**src/rtl/dtc_regs.vh**
```
// register map, field positions, reset values and timing counts for the dual timer/counter
// assumes a processor core that reaches these registers by an 8-bit special function register address
`ifndef DTC_REGS_VH
`define DTC_REGS_VH

`define DTC_ADDR_CONTROL 8'h88
`define DTC_ADDR_MODE 8'h89
`define DTC_ADDR_LOW0 8'h8a
`define DTC_ADDR_LOW1 8'h8b
`define DTC_ADDR_HIGH0 8'h8c
`define DTC_ADDR_HIGH1 8'h8d

// control register fields
`define DTC_CTL_OVF1 7
`define DTC_CTL_RUN1 6
`define DTC_CTL_OVF0 5
`define DTC_CTL_RUN0 4
`define DTC_CTL_XFLAG1 3
`define DTC_CTL_XTYPE1 2
`define DTC_CTL_XFLAG0 1
`define DTC_CTL_XTYPE0 0

// mode register fields
`define DTC_MOD_GATE_ENABLE_UNIT1 7
`define DTC_MOD_SEL1 6
`define DTC_MOD_M1_HI 5
`define DTC_MOD_M1_LO 4
`define DTC_MOD_GATE_ENABLE_UNIT0 3
`define DTC_MOD_SEL0 2
`define DTC_MOD_M0_HI 1
`define DTC_MOD_M0_LO 0

`define DTC_MODE_13BIT 2'h0
`define DTC_MODE_16BIT 2'h1
`define DTC_MODE_RELOAD 2'h2
`define DTC_MODE_SPLIT 2'h3

`define DTC_RST_CONTROL 8'h00
`define DTC_RST_MODE 8'h00
`define DTC_RST_COUNT 8'h00

// oscillator clocks per machine cycle
`define DTC_MC_DIV 4'hc
`define DTC_MC_LAST 4'hb

`endif

```
**src/rtl/dtc_sync.v**
```verilog
// two-flop synchroniser for a group of asynchronous pin levels
// assumes each bit is an independent level; no bus coherency is implied
`timescale 1ns/1ps
module dtc_sync #(
  parameter W = 4
) (
  sys_clk,
  rst,
  d,
  q
);
  input wire sys_clk;
  input wire rst;
  input wire [W-1:0] d;
  output reg [W-1:0] q;

  reg [W-1:0] meta;

  // first stage is read by the second stage only
  always @(posedge sys_clk) begin
    if (rst) begin
      meta <= {W{1'b1}};
      q <= {W{1'b1}};
    end else begin
      meta <= d;
      q <= meta;
    end
  end
endmodule

```
**src/rtl/dtc_timer_top.v**
```verilog
// two 16-bit timer/counters with mode, run/flag control and external interrupt flags
// assumes the processor core is on sys_clk, issues one-cycle write strobes and service acks,
// and that the four pins are asynchronous and pass a synchroniser here
`timescale 1ns/1ps
`include "dtc_regs.vh"
module dtc_timer_top (
  sys_clk,
  rst,
  sfr_addr,
  sfr_wr,
  sfr_wdata,
  sfr_rdata,
  ext_irq_pin_0,
  ext_irq_pin_1,
  count_input_unit0,
  count_input_unit1,
  ack_overflow_unit0,
  ack_overflow_unit1,
  ack_ext_irq_0,
  ack_ext_irq_1,
  irq_overflow_unit0,
  irq_overflow_unit1,
  irq_ext_0,
  irq_ext_1,
  baud_tick_unit1
);
  input wire sys_clk;
  input wire rst;
  input wire [7:0] sfr_addr;
  input wire sfr_wr;
  input wire [7:0] sfr_wdata;
  output reg [7:0] sfr_rdata;
  input wire ext_irq_pin_0;
  input wire ext_irq_pin_1;
  input wire count_input_unit0;
  input wire count_input_unit1;
  input wire ack_overflow_unit0;
  input wire ack_overflow_unit1;
  input wire ack_ext_irq_0;
  input wire ack_ext_irq_1;
  output reg irq_overflow_unit0;
  output reg irq_overflow_unit1;
  output reg irq_ext_0;
  output reg irq_ext_1;
  output reg baud_tick_unit1;

  // one step of a counter; returns {overflow, new count}
  function [16:0] count_step;
    input [1:0] mode;
    input [15:0] cnt;
    reg [13:0] wide13;
    reg [8:0] low9;
    begin
      wide13 = {1'b0, cnt[15:8], cnt[4:0]} + 14'h0001;
      low9 = {1'b0, cnt[7:0]} + 9'h001;
      case (mode)
        `DTC_MODE_13BIT: begin
          // upper three bits of the low byte are left alone
          count_step = {wide13[13], wide13[12:5], cnt[7:5], wide13[4:0]};
        end
        `DTC_MODE_16BIT: begin
          count_step = {1'b0, cnt} + 17'h00001;
        end
        `DTC_MODE_RELOAD: begin
          if (low9[8]) begin
            count_step = {1'b1, cnt[15:8], cnt[15:8]};
          end else begin
            count_step = {1'b0, cnt[15:8], low9[7:0]};
          end
        end
        default: begin
          // split mode: low byte alone, high byte handled by the caller
          count_step = {low9[8], cnt[15:8], low9[7:0]};
        end
      endcase
    end
  endfunction

  // write strobe for one register address
  function wr_hit;
    input wr;
    input [7:0] addr;
    input [7:0] target;
    begin
      wr_hit = wr & (addr == target);
    end
  endfunction

  // one machine-cycle sample against the previous one:
  // a falling edge when edge_only is set, otherwise any low sample
  function trig_hit;
    input edge_only;
    input tick;
    input prev;
    input now;
    begin
      trig_hit = tick & ~now & (prev | ~edge_only);
    end
  endfunction

  // a unit may count while its run bit is set and, if gated, its pin is high
  function unit_allow;
    input run;
    input gate;
    input pin;
    begin
      unit_allow = run & (~gate | pin);
    end
  endfunction

  wire [3:0] pins_s;
  wire xpin0 = pins_s[0];
  wire xpin1 = pins_s[1];
  wire tin0 = pins_s[2];
  wire tin1 = pins_s[3];

  dtc_sync #(
    .W(4)
  ) u_sync (
    .sys_clk(sys_clk),
    .rst(rst),
    .d({count_input_unit1, count_input_unit0, ext_irq_pin_1, ext_irq_pin_0}),
    .q(pins_s)
  );

  reg [7:0] timer_mode_select;
  reg overflow_flag_unit1;
  reg run_bit_unit1;
  reg overflow_flag_unit0;
  reg run_bit_unit0;
  reg ext_irq_flag_1;
  reg ext_irq_type_1;
  reg ext_irq_flag_0;
  reg ext_irq_type_0;
  reg [7:0] count_low_byte_unit0;
  reg [7:0] count_high_byte_unit0;
  reg [7:0] count_low_byte_unit1;
  reg [7:0] count_high_byte_unit1;

  reg [3:0] mc_cnt;
  reg mc_tick;
  reg [3:0] smp;

  // machine cycle strobe: one sys_clk pulse every twelve
  always @(posedge sys_clk) begin
    if (rst) begin
      mc_cnt <= 4'h0;
      mc_tick <= 1'b0;
    end else begin
      mc_tick <= (mc_cnt == `DTC_MC_LAST);
      if (mc_cnt == `DTC_MC_LAST) begin
        mc_cnt <= 4'h0;
      end else begin
        mc_cnt <= mc_cnt + 4'h1;
      end
    end
  end

  // pins are looked at once per machine cycle; previous sample kept in smp
  // a level shorter than one machine cycle can slip between samples
  wire cnt_ev0 = trig_hit(1'b1, mc_tick, smp[2], tin0);
  wire cnt_ev1 = trig_hit(1'b1, mc_tick, smp[3], tin1);

  always @(posedge sys_clk) begin
    if (rst) begin
      smp <= 4'hf;
    end else if (mc_tick) begin
      smp <= pins_s;
    end
  end

  wire [1:0] mode0 = timer_mode_select[`DTC_MOD_M0_HI:`DTC_MOD_M0_LO];
  wire [1:0] mode1 = timer_mode_select[`DTC_MOD_M1_HI:`DTC_MOD_M1_LO];
  wire split0 = (mode0 == `DTC_MODE_SPLIT);
  wire gate_enable_unit0 = timer_mode_select[`DTC_MOD_GATE_ENABLE_UNIT0];
  wire gate_enable_unit1 = timer_mode_select[`DTC_MOD_GATE_ENABLE_UNIT1];
  wire sel0 = timer_mode_select[`DTC_MOD_SEL0];
  wire sel1 = timer_mode_select[`DTC_MOD_SEL1];

  // source pulse: external event or machine cycle
  wire src0 = sel0 ? cnt_ev0 : mc_tick;
  wire src1 = sel1 ? cnt_ev1 : mc_tick;
  // the gate pin is read every clock, not only at machine-cycle samples
  wire allow0 = unit_allow(run_bit_unit0, gate_enable_unit0, xpin0);
  wire allow1 = unit_allow(run_bit_unit1, gate_enable_unit1, xpin1);

  wire inc0 = allow0 & src0;
  // while unit 0 is split, unit 1 loses its run bit and flag, so it free-runs unless it is in split mode itself, where it stops
  wire inc1 = (mode1 != `DTC_MODE_SPLIT) & (split0 ? src1 : (allow1 & src1));
  // split high byte always counts machine cycles under run bit 1
  wire inc0_hi = split0 & run_bit_unit1 & mc_tick;

  wire [16:0] step0 = count_step(mode0, {count_high_byte_unit0, count_low_byte_unit0});
  wire [16:0] step1 = count_step(mode1, {count_high_byte_unit1, count_low_byte_unit1});
  wire [8:0] step0_hi = {1'b0, count_high_byte_unit0} + 9'h001;

  wire ovf0 = inc0 & step0[16];
  wire ovf0_hi = inc0_hi & step0_hi[8];
  wire ovf1 = inc1 & step1[16];
  // unit 1 overflow still feeds the bit-rate tick while unit 0 owns its flag
  wire set_tf1 = split0 ? ovf0_hi : ovf1;

  // unmapped addresses match no strobe, so their writes are dropped
  wire wr_ctl = wr_hit(sfr_wr, sfr_addr, `DTC_ADDR_CONTROL);
  wire wr_mod = wr_hit(sfr_wr, sfr_addr, `DTC_ADDR_MODE);
  wire wr_tl0 = wr_hit(sfr_wr, sfr_addr, `DTC_ADDR_LOW0);
  wire wr_th0 = wr_hit(sfr_wr, sfr_addr, `DTC_ADDR_HIGH0);
  wire wr_tl1 = wr_hit(sfr_wr, sfr_addr, `DTC_ADDR_LOW1);
  wire wr_th1 = wr_hit(sfr_wr, sfr_addr, `DTC_ADDR_HIGH1);

  // external interrupt trigger: low level or falling edge
  wire xset0 = trig_hit(ext_irq_type_0, mc_tick, smp[0], xpin0);
  wire xset1 = trig_hit(ext_irq_type_1, mc_tick, smp[1], xpin1);

  // counters; a software write wins over an increment in the same cycle
  always @(posedge sys_clk) begin
    if (rst) begin
      count_low_byte_unit0 <= `DTC_RST_COUNT;
      count_high_byte_unit0 <= `DTC_RST_COUNT;
      count_low_byte_unit1 <= `DTC_RST_COUNT;
      count_high_byte_unit1 <= `DTC_RST_COUNT;
    end else begin
      if (wr_tl0) begin
        count_low_byte_unit0 <= sfr_wdata;
      end else if (inc0) begin
        count_low_byte_unit0 <= step0[7:0];
      end
      if (wr_th0) begin
        count_high_byte_unit0 <= sfr_wdata;
      end else if (inc0_hi) begin
        count_high_byte_unit0 <= step0_hi[7:0];
      end else if (inc0 & ~split0) begin
        count_high_byte_unit0 <= step0[15:8];
      end
      if (wr_tl1) begin
        count_low_byte_unit1 <= sfr_wdata;
      end else if (inc1) begin
        count_low_byte_unit1 <= step1[7:0];
      end
      if (wr_th1) begin
        count_high_byte_unit1 <= sfr_wdata;
      end else if (inc1) begin
        count_high_byte_unit1 <= step1[15:8];
      end
    end
  end

  // mode register and control bits; hardware set beats software clear and ack
  always @(posedge sys_clk) begin
    if (rst) begin
      timer_mode_select <= `DTC_RST_MODE;
      overflow_flag_unit1 <= 1'b0;
      run_bit_unit1 <= 1'b0;
      overflow_flag_unit0 <= 1'b0;
      run_bit_unit0 <= 1'b0;
      ext_irq_flag_1 <= 1'b0;
      ext_irq_type_1 <= 1'b0;
      ext_irq_flag_0 <= 1'b0;
      ext_irq_type_0 <= 1'b0;
    end else begin
      if (wr_mod) begin
        timer_mode_select <= sfr_wdata;
      end
      if (wr_ctl) begin
        run_bit_unit1 <= sfr_wdata[`DTC_CTL_RUN1];
        run_bit_unit0 <= sfr_wdata[`DTC_CTL_RUN0];
        ext_irq_type_1 <= sfr_wdata[`DTC_CTL_XTYPE1];
        ext_irq_type_0 <= sfr_wdata[`DTC_CTL_XTYPE0];
      end
      // writing 1 to a flag raises it, so software can post an interrupt
      if (set_tf1) begin
        overflow_flag_unit1 <= 1'b1;
      end else if (ack_overflow_unit1) begin
        overflow_flag_unit1 <= 1'b0;
      end else if (wr_ctl) begin
        overflow_flag_unit1 <= sfr_wdata[`DTC_CTL_OVF1];
      end
      if (ovf0) begin
        overflow_flag_unit0 <= 1'b1;
      end else if (ack_overflow_unit0) begin
        overflow_flag_unit0 <= 1'b0;
      end else if (wr_ctl) begin
        overflow_flag_unit0 <= sfr_wdata[`DTC_CTL_OVF0];
      end
      if (xset1) begin
        ext_irq_flag_1 <= 1'b1;
      end else if (ack_ext_irq_1 & ext_irq_type_1) begin
        ext_irq_flag_1 <= 1'b0;
      end else if (wr_ctl) begin
        // level-triggered flags only leave through this write
        ext_irq_flag_1 <= sfr_wdata[`DTC_CTL_XFLAG1];
      end
      if (xset0) begin
        ext_irq_flag_0 <= 1'b1;
      end else if (ack_ext_irq_0 & ext_irq_type_0) begin
        ext_irq_flag_0 <= 1'b0;
      end else if (wr_ctl) begin
        ext_irq_flag_0 <= sfr_wdata[`DTC_CTL_XFLAG0];
      end
    end
  end

  // outputs, each one register stage behind the state it mirrors
  always @(posedge sys_clk) begin
    if (rst) begin
      sfr_rdata <= 8'h00;
      irq_overflow_unit0 <= 1'b0;
      irq_overflow_unit1 <= 1'b0;
      irq_ext_0 <= 1'b0;
      irq_ext_1 <= 1'b0;
      baud_tick_unit1 <= 1'b0;
    end else begin
      irq_overflow_unit0 <= overflow_flag_unit0;
      irq_overflow_unit1 <= overflow_flag_unit1;
      irq_ext_0 <= ext_irq_flag_0;
      irq_ext_1 <= ext_irq_flag_1;
      baud_tick_unit1 <= ovf1;
      case (sfr_addr)
        `DTC_ADDR_CONTROL: begin
          sfr_rdata <= {overflow_flag_unit1, run_bit_unit1, overflow_flag_unit0, run_bit_unit0,
                        ext_irq_flag_1, ext_irq_type_1, ext_irq_flag_0, ext_irq_type_0};
        end
        `DTC_ADDR_MODE: begin
          sfr_rdata <= timer_mode_select;
        end
        `DTC_ADDR_LOW0: begin
          sfr_rdata <= count_low_byte_unit0;
        end
        `DTC_ADDR_LOW1: begin
          sfr_rdata <= count_low_byte_unit1;
        end
        `DTC_ADDR_HIGH0: begin
          sfr_rdata <= count_high_byte_unit0;
        end
        `DTC_ADDR_HIGH1: begin
          sfr_rdata <= count_high_byte_unit1;
        end
        default: begin
          // unmapped addresses read zero
          sfr_rdata <= 8'h00;
        end
      endcase
    end
  end
endmodule

```
**config.mk**
```make
export PLATFORM = sky130hd
export DESIGN_NAME = dtc_timer_top
export DESIGN_NICKNAME = d
export VERILOG_FILES = /design/src/rtl/dtc_sync.v /design/src/rtl/dtc_timer_top.v
export VERILOG_INCLUDE_DIRS = /design/src /design/src/rtl
export SDC_FILE = /design/constraint.sdc
export NUM_CORES = 1
export LEC_CHECK = 0
export ABC_AREA = 0
export BUFFER_PORTS_ARGS = -buffer_cell sky130_fd_sc_hd__buf_2
export CAP_MARGIN = 20
export CORE_UTILIZATION = 36
export DETAILED_ROUTE_END_ITERATION = 10
export PLACE_DENSITY = 0.62
export REMOVE_ABC_BUFFERS = 1
export SLEW_MARGIN = 20
export SYNTH_ARGS = -nofsm -noshare
export SYNTH_HDL_FRONTEND = slang
export SYNTH_HIERARCHICAL = 1
export SYNTH_SLANG_ARGS = --single-unit
```
**constraint.sdc**
```tcl
create_clock -name sys_clk -period 2.6 [get_ports sys_clk]
set_clock_uncertainty 0.05 [all_clocks]
set_input_delay 0.26 -clock sys_clk [delete_from_list [all_inputs] [get_ports sys_clk]]
set_output_delay 0.26 -clock sys_clk [all_outputs]
set_load 0.01 [all_outputs]
```
==> results.md <==
* Worst-Margin Slew at 0.731 ns
* Critical-path cell list: ha_1, nand3_1, nor3_2, o21ai_1, a2111oi_0, a311o_1
* GRT Util Overall at 22.7%
* CTS sink count at 78
* Antenna-violating nets left at 0
* First-pass DRT Iterations at 5
* #FFs+latches synth at 78
* Crit end category: register
* Syn. warnings at 6
* Initial DRC Count at 511
* PostCTS Resize Cnt at 0
* Nets at 624
* Initial antenna violation count at 0
* Yosys cell types at 86
* RSZ-0062 raised after global routing: no
* Die width at 118 µm
* Final Core Density at 41.2%
* Slowest CP cell: a2111oi_0
* Critical path launch point type: register
* TNS Setup at 0 ns
* Via density at 6.13
* Worst Hold Class: input port to register
* Setup repair bufs after CTS at 0
* Min Tclk post-route at 2.41 ns
* Peak supply drop at 0.466 mV
* Core Region at 13200 µm²
* Top FF cell, synth: dfxtp_1
* TritonCTS clock tree: yes
* Avg Inst Size Synth at 8.51 µm²
* Critical path's largest stage delay at 0.50 ns
* Pwr Density at 484 nW/µm²
* # Max-Cap Violations at 0
* Critical Path RT at 2.86 ns
* CTS root buf: clkbuf_16
* CP bufs+invs at 0
* Detailed Place HPWL at 11000 µm
* # DRC at 0
* Fin crit share at 92.8%
* Largest net degree at the start of global routing at 68
* Area occupied by registers at 1560 µm²
* Fin. Hold Viols at 0
* Top post-synthesis cells by area: dfxtp_1 (32%), nor2_1 (3.9%), nand2_1 (3.7%)
* Setup Crit Path Kind: register to register
* Final Cell Area at 5430 µm²
* Top cell family by delay on the critical path: compound AO/OA/AOI/OAI gates
* Dpl cells at 758
* Final setup fails at 0
* I/O Pins at 40
* H-tree levels at 3
* Port-buffer cells at 39
* DR vias at 4748
* Ys async rst share at 0%
* Achievable Freq at 0.414 GHz
* Fraction of layout cells with a size suffix above 1 at 18.9%
* Die area at 14000 µm²
* # diodes at 0
* Finished Layout Cells at 774
* Worst relative slew slack at 51.3%
* Status: finished, final reports clean
* Yosys top cell by area: dfxtp_1
* Crit Path Max Fanout at 7
* Clock transition at path regs at 0.07 ns
* Drt total wl at 15300 µm
* First-pass GRT wire length at 24400 µm
* Clk_lat worst skew at 0.36 ns
* Cell count after synthesis at 571
* GR Overflow Total at 0
* Leak at 1.97 nW
* CTS buffer count at 9
* Routability congestion estimate at 0.908
* Placed inst area at 5140 µm²
* Slew Viols, Final at 0
* Routed len/inst at 19.8 µm
* Count of hold-fix buffers inserted at cts at 0
* Fin Hold WS at 0.0279 ns
* Post-synth EDFFs at 0
* WP data arrival at 2.67 ns
* R2r setup slk at 0.19 ns
* Initial Util at 36.8%
* Mapped Area at 4860 µm²
* Layout overhead on the synthesized area at 11.9%
* Clk buf depth at 2
* Die height at 118 µm
* Seq/Total Area, Yosys at 32.1%
* Vias in the first global route at 4550
* Area taken by multi-input logic gates at 3020 µm²
* Filler cells at 1327
* Std-Cell Rows at 42
* Area share of the largest cell type after synthesis at 32.1%
cell usage after synthesis, types with 3 or more instances:
master     instances
dfxtp_1           78
nor2_1            51
nand2_1           48
nand3_1           32
a21oi_1           29
o21ai_0           23
clkbuf_1          22
a22oi_1           13
and3_1            12
inv_1             12
mux2_2            12
nor2b_1           12
nor3_1            11
a211oi_1           9
xor2_1             9
buf_2              8
nand4_1            8
o211ai_1           8
or2_1              8
a311oi_1           7
and4_1             7
mux2i_1            7
nor4_1             7
o22ai_1            7
a31oi_1            6
mux4_2             6
o21ai_1            5
a21o_1             4
clkbuf_8           4
ha_1               4
nand2b_1           4
o2111ai_1          4
o21bai_1           4
o32ai_1            4
xnor2_1            4
a2111oi_0          3
a211o_1            3
a221oi_1           3
and2_1             3
buf_1              3
nand4_2            3
nor3_2             3
nor3b_1            3
or3_1              3
cell usage in the layout (no fill, tap or decap), types with 5 or more instances in the layout:
| cell | synthesis | layout |
|---|---|---|
| mux2_2 | 12 | 12 |
| inv_1 | 12 | 12 |
| and4_1 | 7 | 7 |
| o21ai_0 | 23 | 23 |
| a311oi_1 | 7 | 7 |
| nand3_1 | 32 | 32 |
| mux2i_1 | 7 | 7 |
| buf_4 | 2 | 13 |
| o22ai_1 | 7 | 7 |
| o21ai_1 | 5 | 5 |
| nor4_1 | 7 | 7 |
| a22oi_1 | 13 | 13 |
| nor2_1 | 51 | 51 |
| o211ai_1 | 8 | 8 |
| a31oi_1 | 6 | 6 |
| buf_2 | 8 | 39 |
| nand2_1 | 48 | 48 |
| a211oi_1 | 9 | 9 |
| and3_1 | 12 | 12 |
| a21oi_1 | 29 | 29 |
| dfxtp_1 | 78 | 78 |
| clkbuf_16 | 0 | 9 |
| xor2_1 | 9 | 9 |
| nand4_1 | 8 | 8 |
| nor3_1 | 11 | 11 |
| mux4_2 | 6 | 6 |
| or2_1 | 8 | 8 |
| nor2b_1 | 12 | 12 |
power breakdown:
| group | total, mW | internal [mW] | switching [mW] |
|---|---|---|---|
| Clock | 1.27 | 0.671 | 0.595 |
| Sequential | 1.22 | 1.21 | 0.0157 |
| Combinational | 0.139 | 0.0493 | 0.0895 |
| Total | 2.63 | 1.93 | 0.700 |
metrics by stage:
step / worst slack (ns) / total power, mW
after floorplan: 0.344 / 1.30
after global placement: 0.401 / 1.38
after detailed placement: 0.328 / 1.39
after CTS: 0.308 / 2.65
after global routing: 0.0307 / 2.71
final: 0.186 / 2.63
kinds of logic (layout without fill, tap and decap cells):
| logic type | Yosys count | after routing | share of synthesized area, % |
|---|---|---|---|
| AOI/OAI and AO/OA | 160 | 160 | 23.8 |
| xor gates and xnor gates | 13 | 13 | 2.34 |
| adders and majority gates | 4 | 4 | 1.03 |
| buffers and inverters | 55 | 82 | 5.74 |
| DFF | 78 | 78 | 32.1 |
| muxes | 26 | 26 | 7.55 |
| and+or+nand+nor | 235 | 235 | 27.4 |
final timing paths:
kind | start | endpoint | cells after the start
worst max-delay path | count_low_byte_unit0[0]$_SDFFE_PP0P_ | count_high_byte_unit0[0]$_SDFFE_PP0P_ | 6
worst min-delay path | count_input_unit1 | u_sync/meta[3]$_SDFF_PP1_ | 2
worst max register to register | count_low_byte_unit0[0]$_SDFFE_PP0P_ | count_high_byte_unit0[0]$_SDFFE_PP0P_ | 6
worst min register to register | u_sync/meta[2]$_SDFF_PP1_ | u_sync/q[2]$_SDFF_PP1_ | 1
state kept, by name, indices dropped and copies added, names as in the netlist, 4 cells and up:
name                   flops
count_high_byte_unit0      8
count_high_byte_unit1      8
count_low_byte_unit0       8
count_low_byte_unit1       8
mc_cnt                     4
sfr_rdata                  8
smp                        4
timer_mode_select          8
u_sync/meta                4
u_sync/q                   4
routing by layer:
metal | vias up | GRT usage, % | wire (µm)
met4 | 0 | 10.3 | 397
li1 | 2216 | - | -
met1 | 2258 | 30.6 | 6930
met3 | 40 | 5.36 | 1300
met2 | 234 | 34.1 | 6680
met5 | - | 0 | 0
layout make-up:
cell class / count / area share [%]
Tap cell: 176 / 4.05
Clock inverter: 7 / 1.20
Timing Repair Buffer: 52 / 5.39
Multi-Input combinational cell: 438 / 55.5
Clock buffer: 9 / 4.14
Sequential cell: 78 / 28.7
Inverter: 14 / 0.967
No activity file was read; power rests on OpenSTA's default activity.
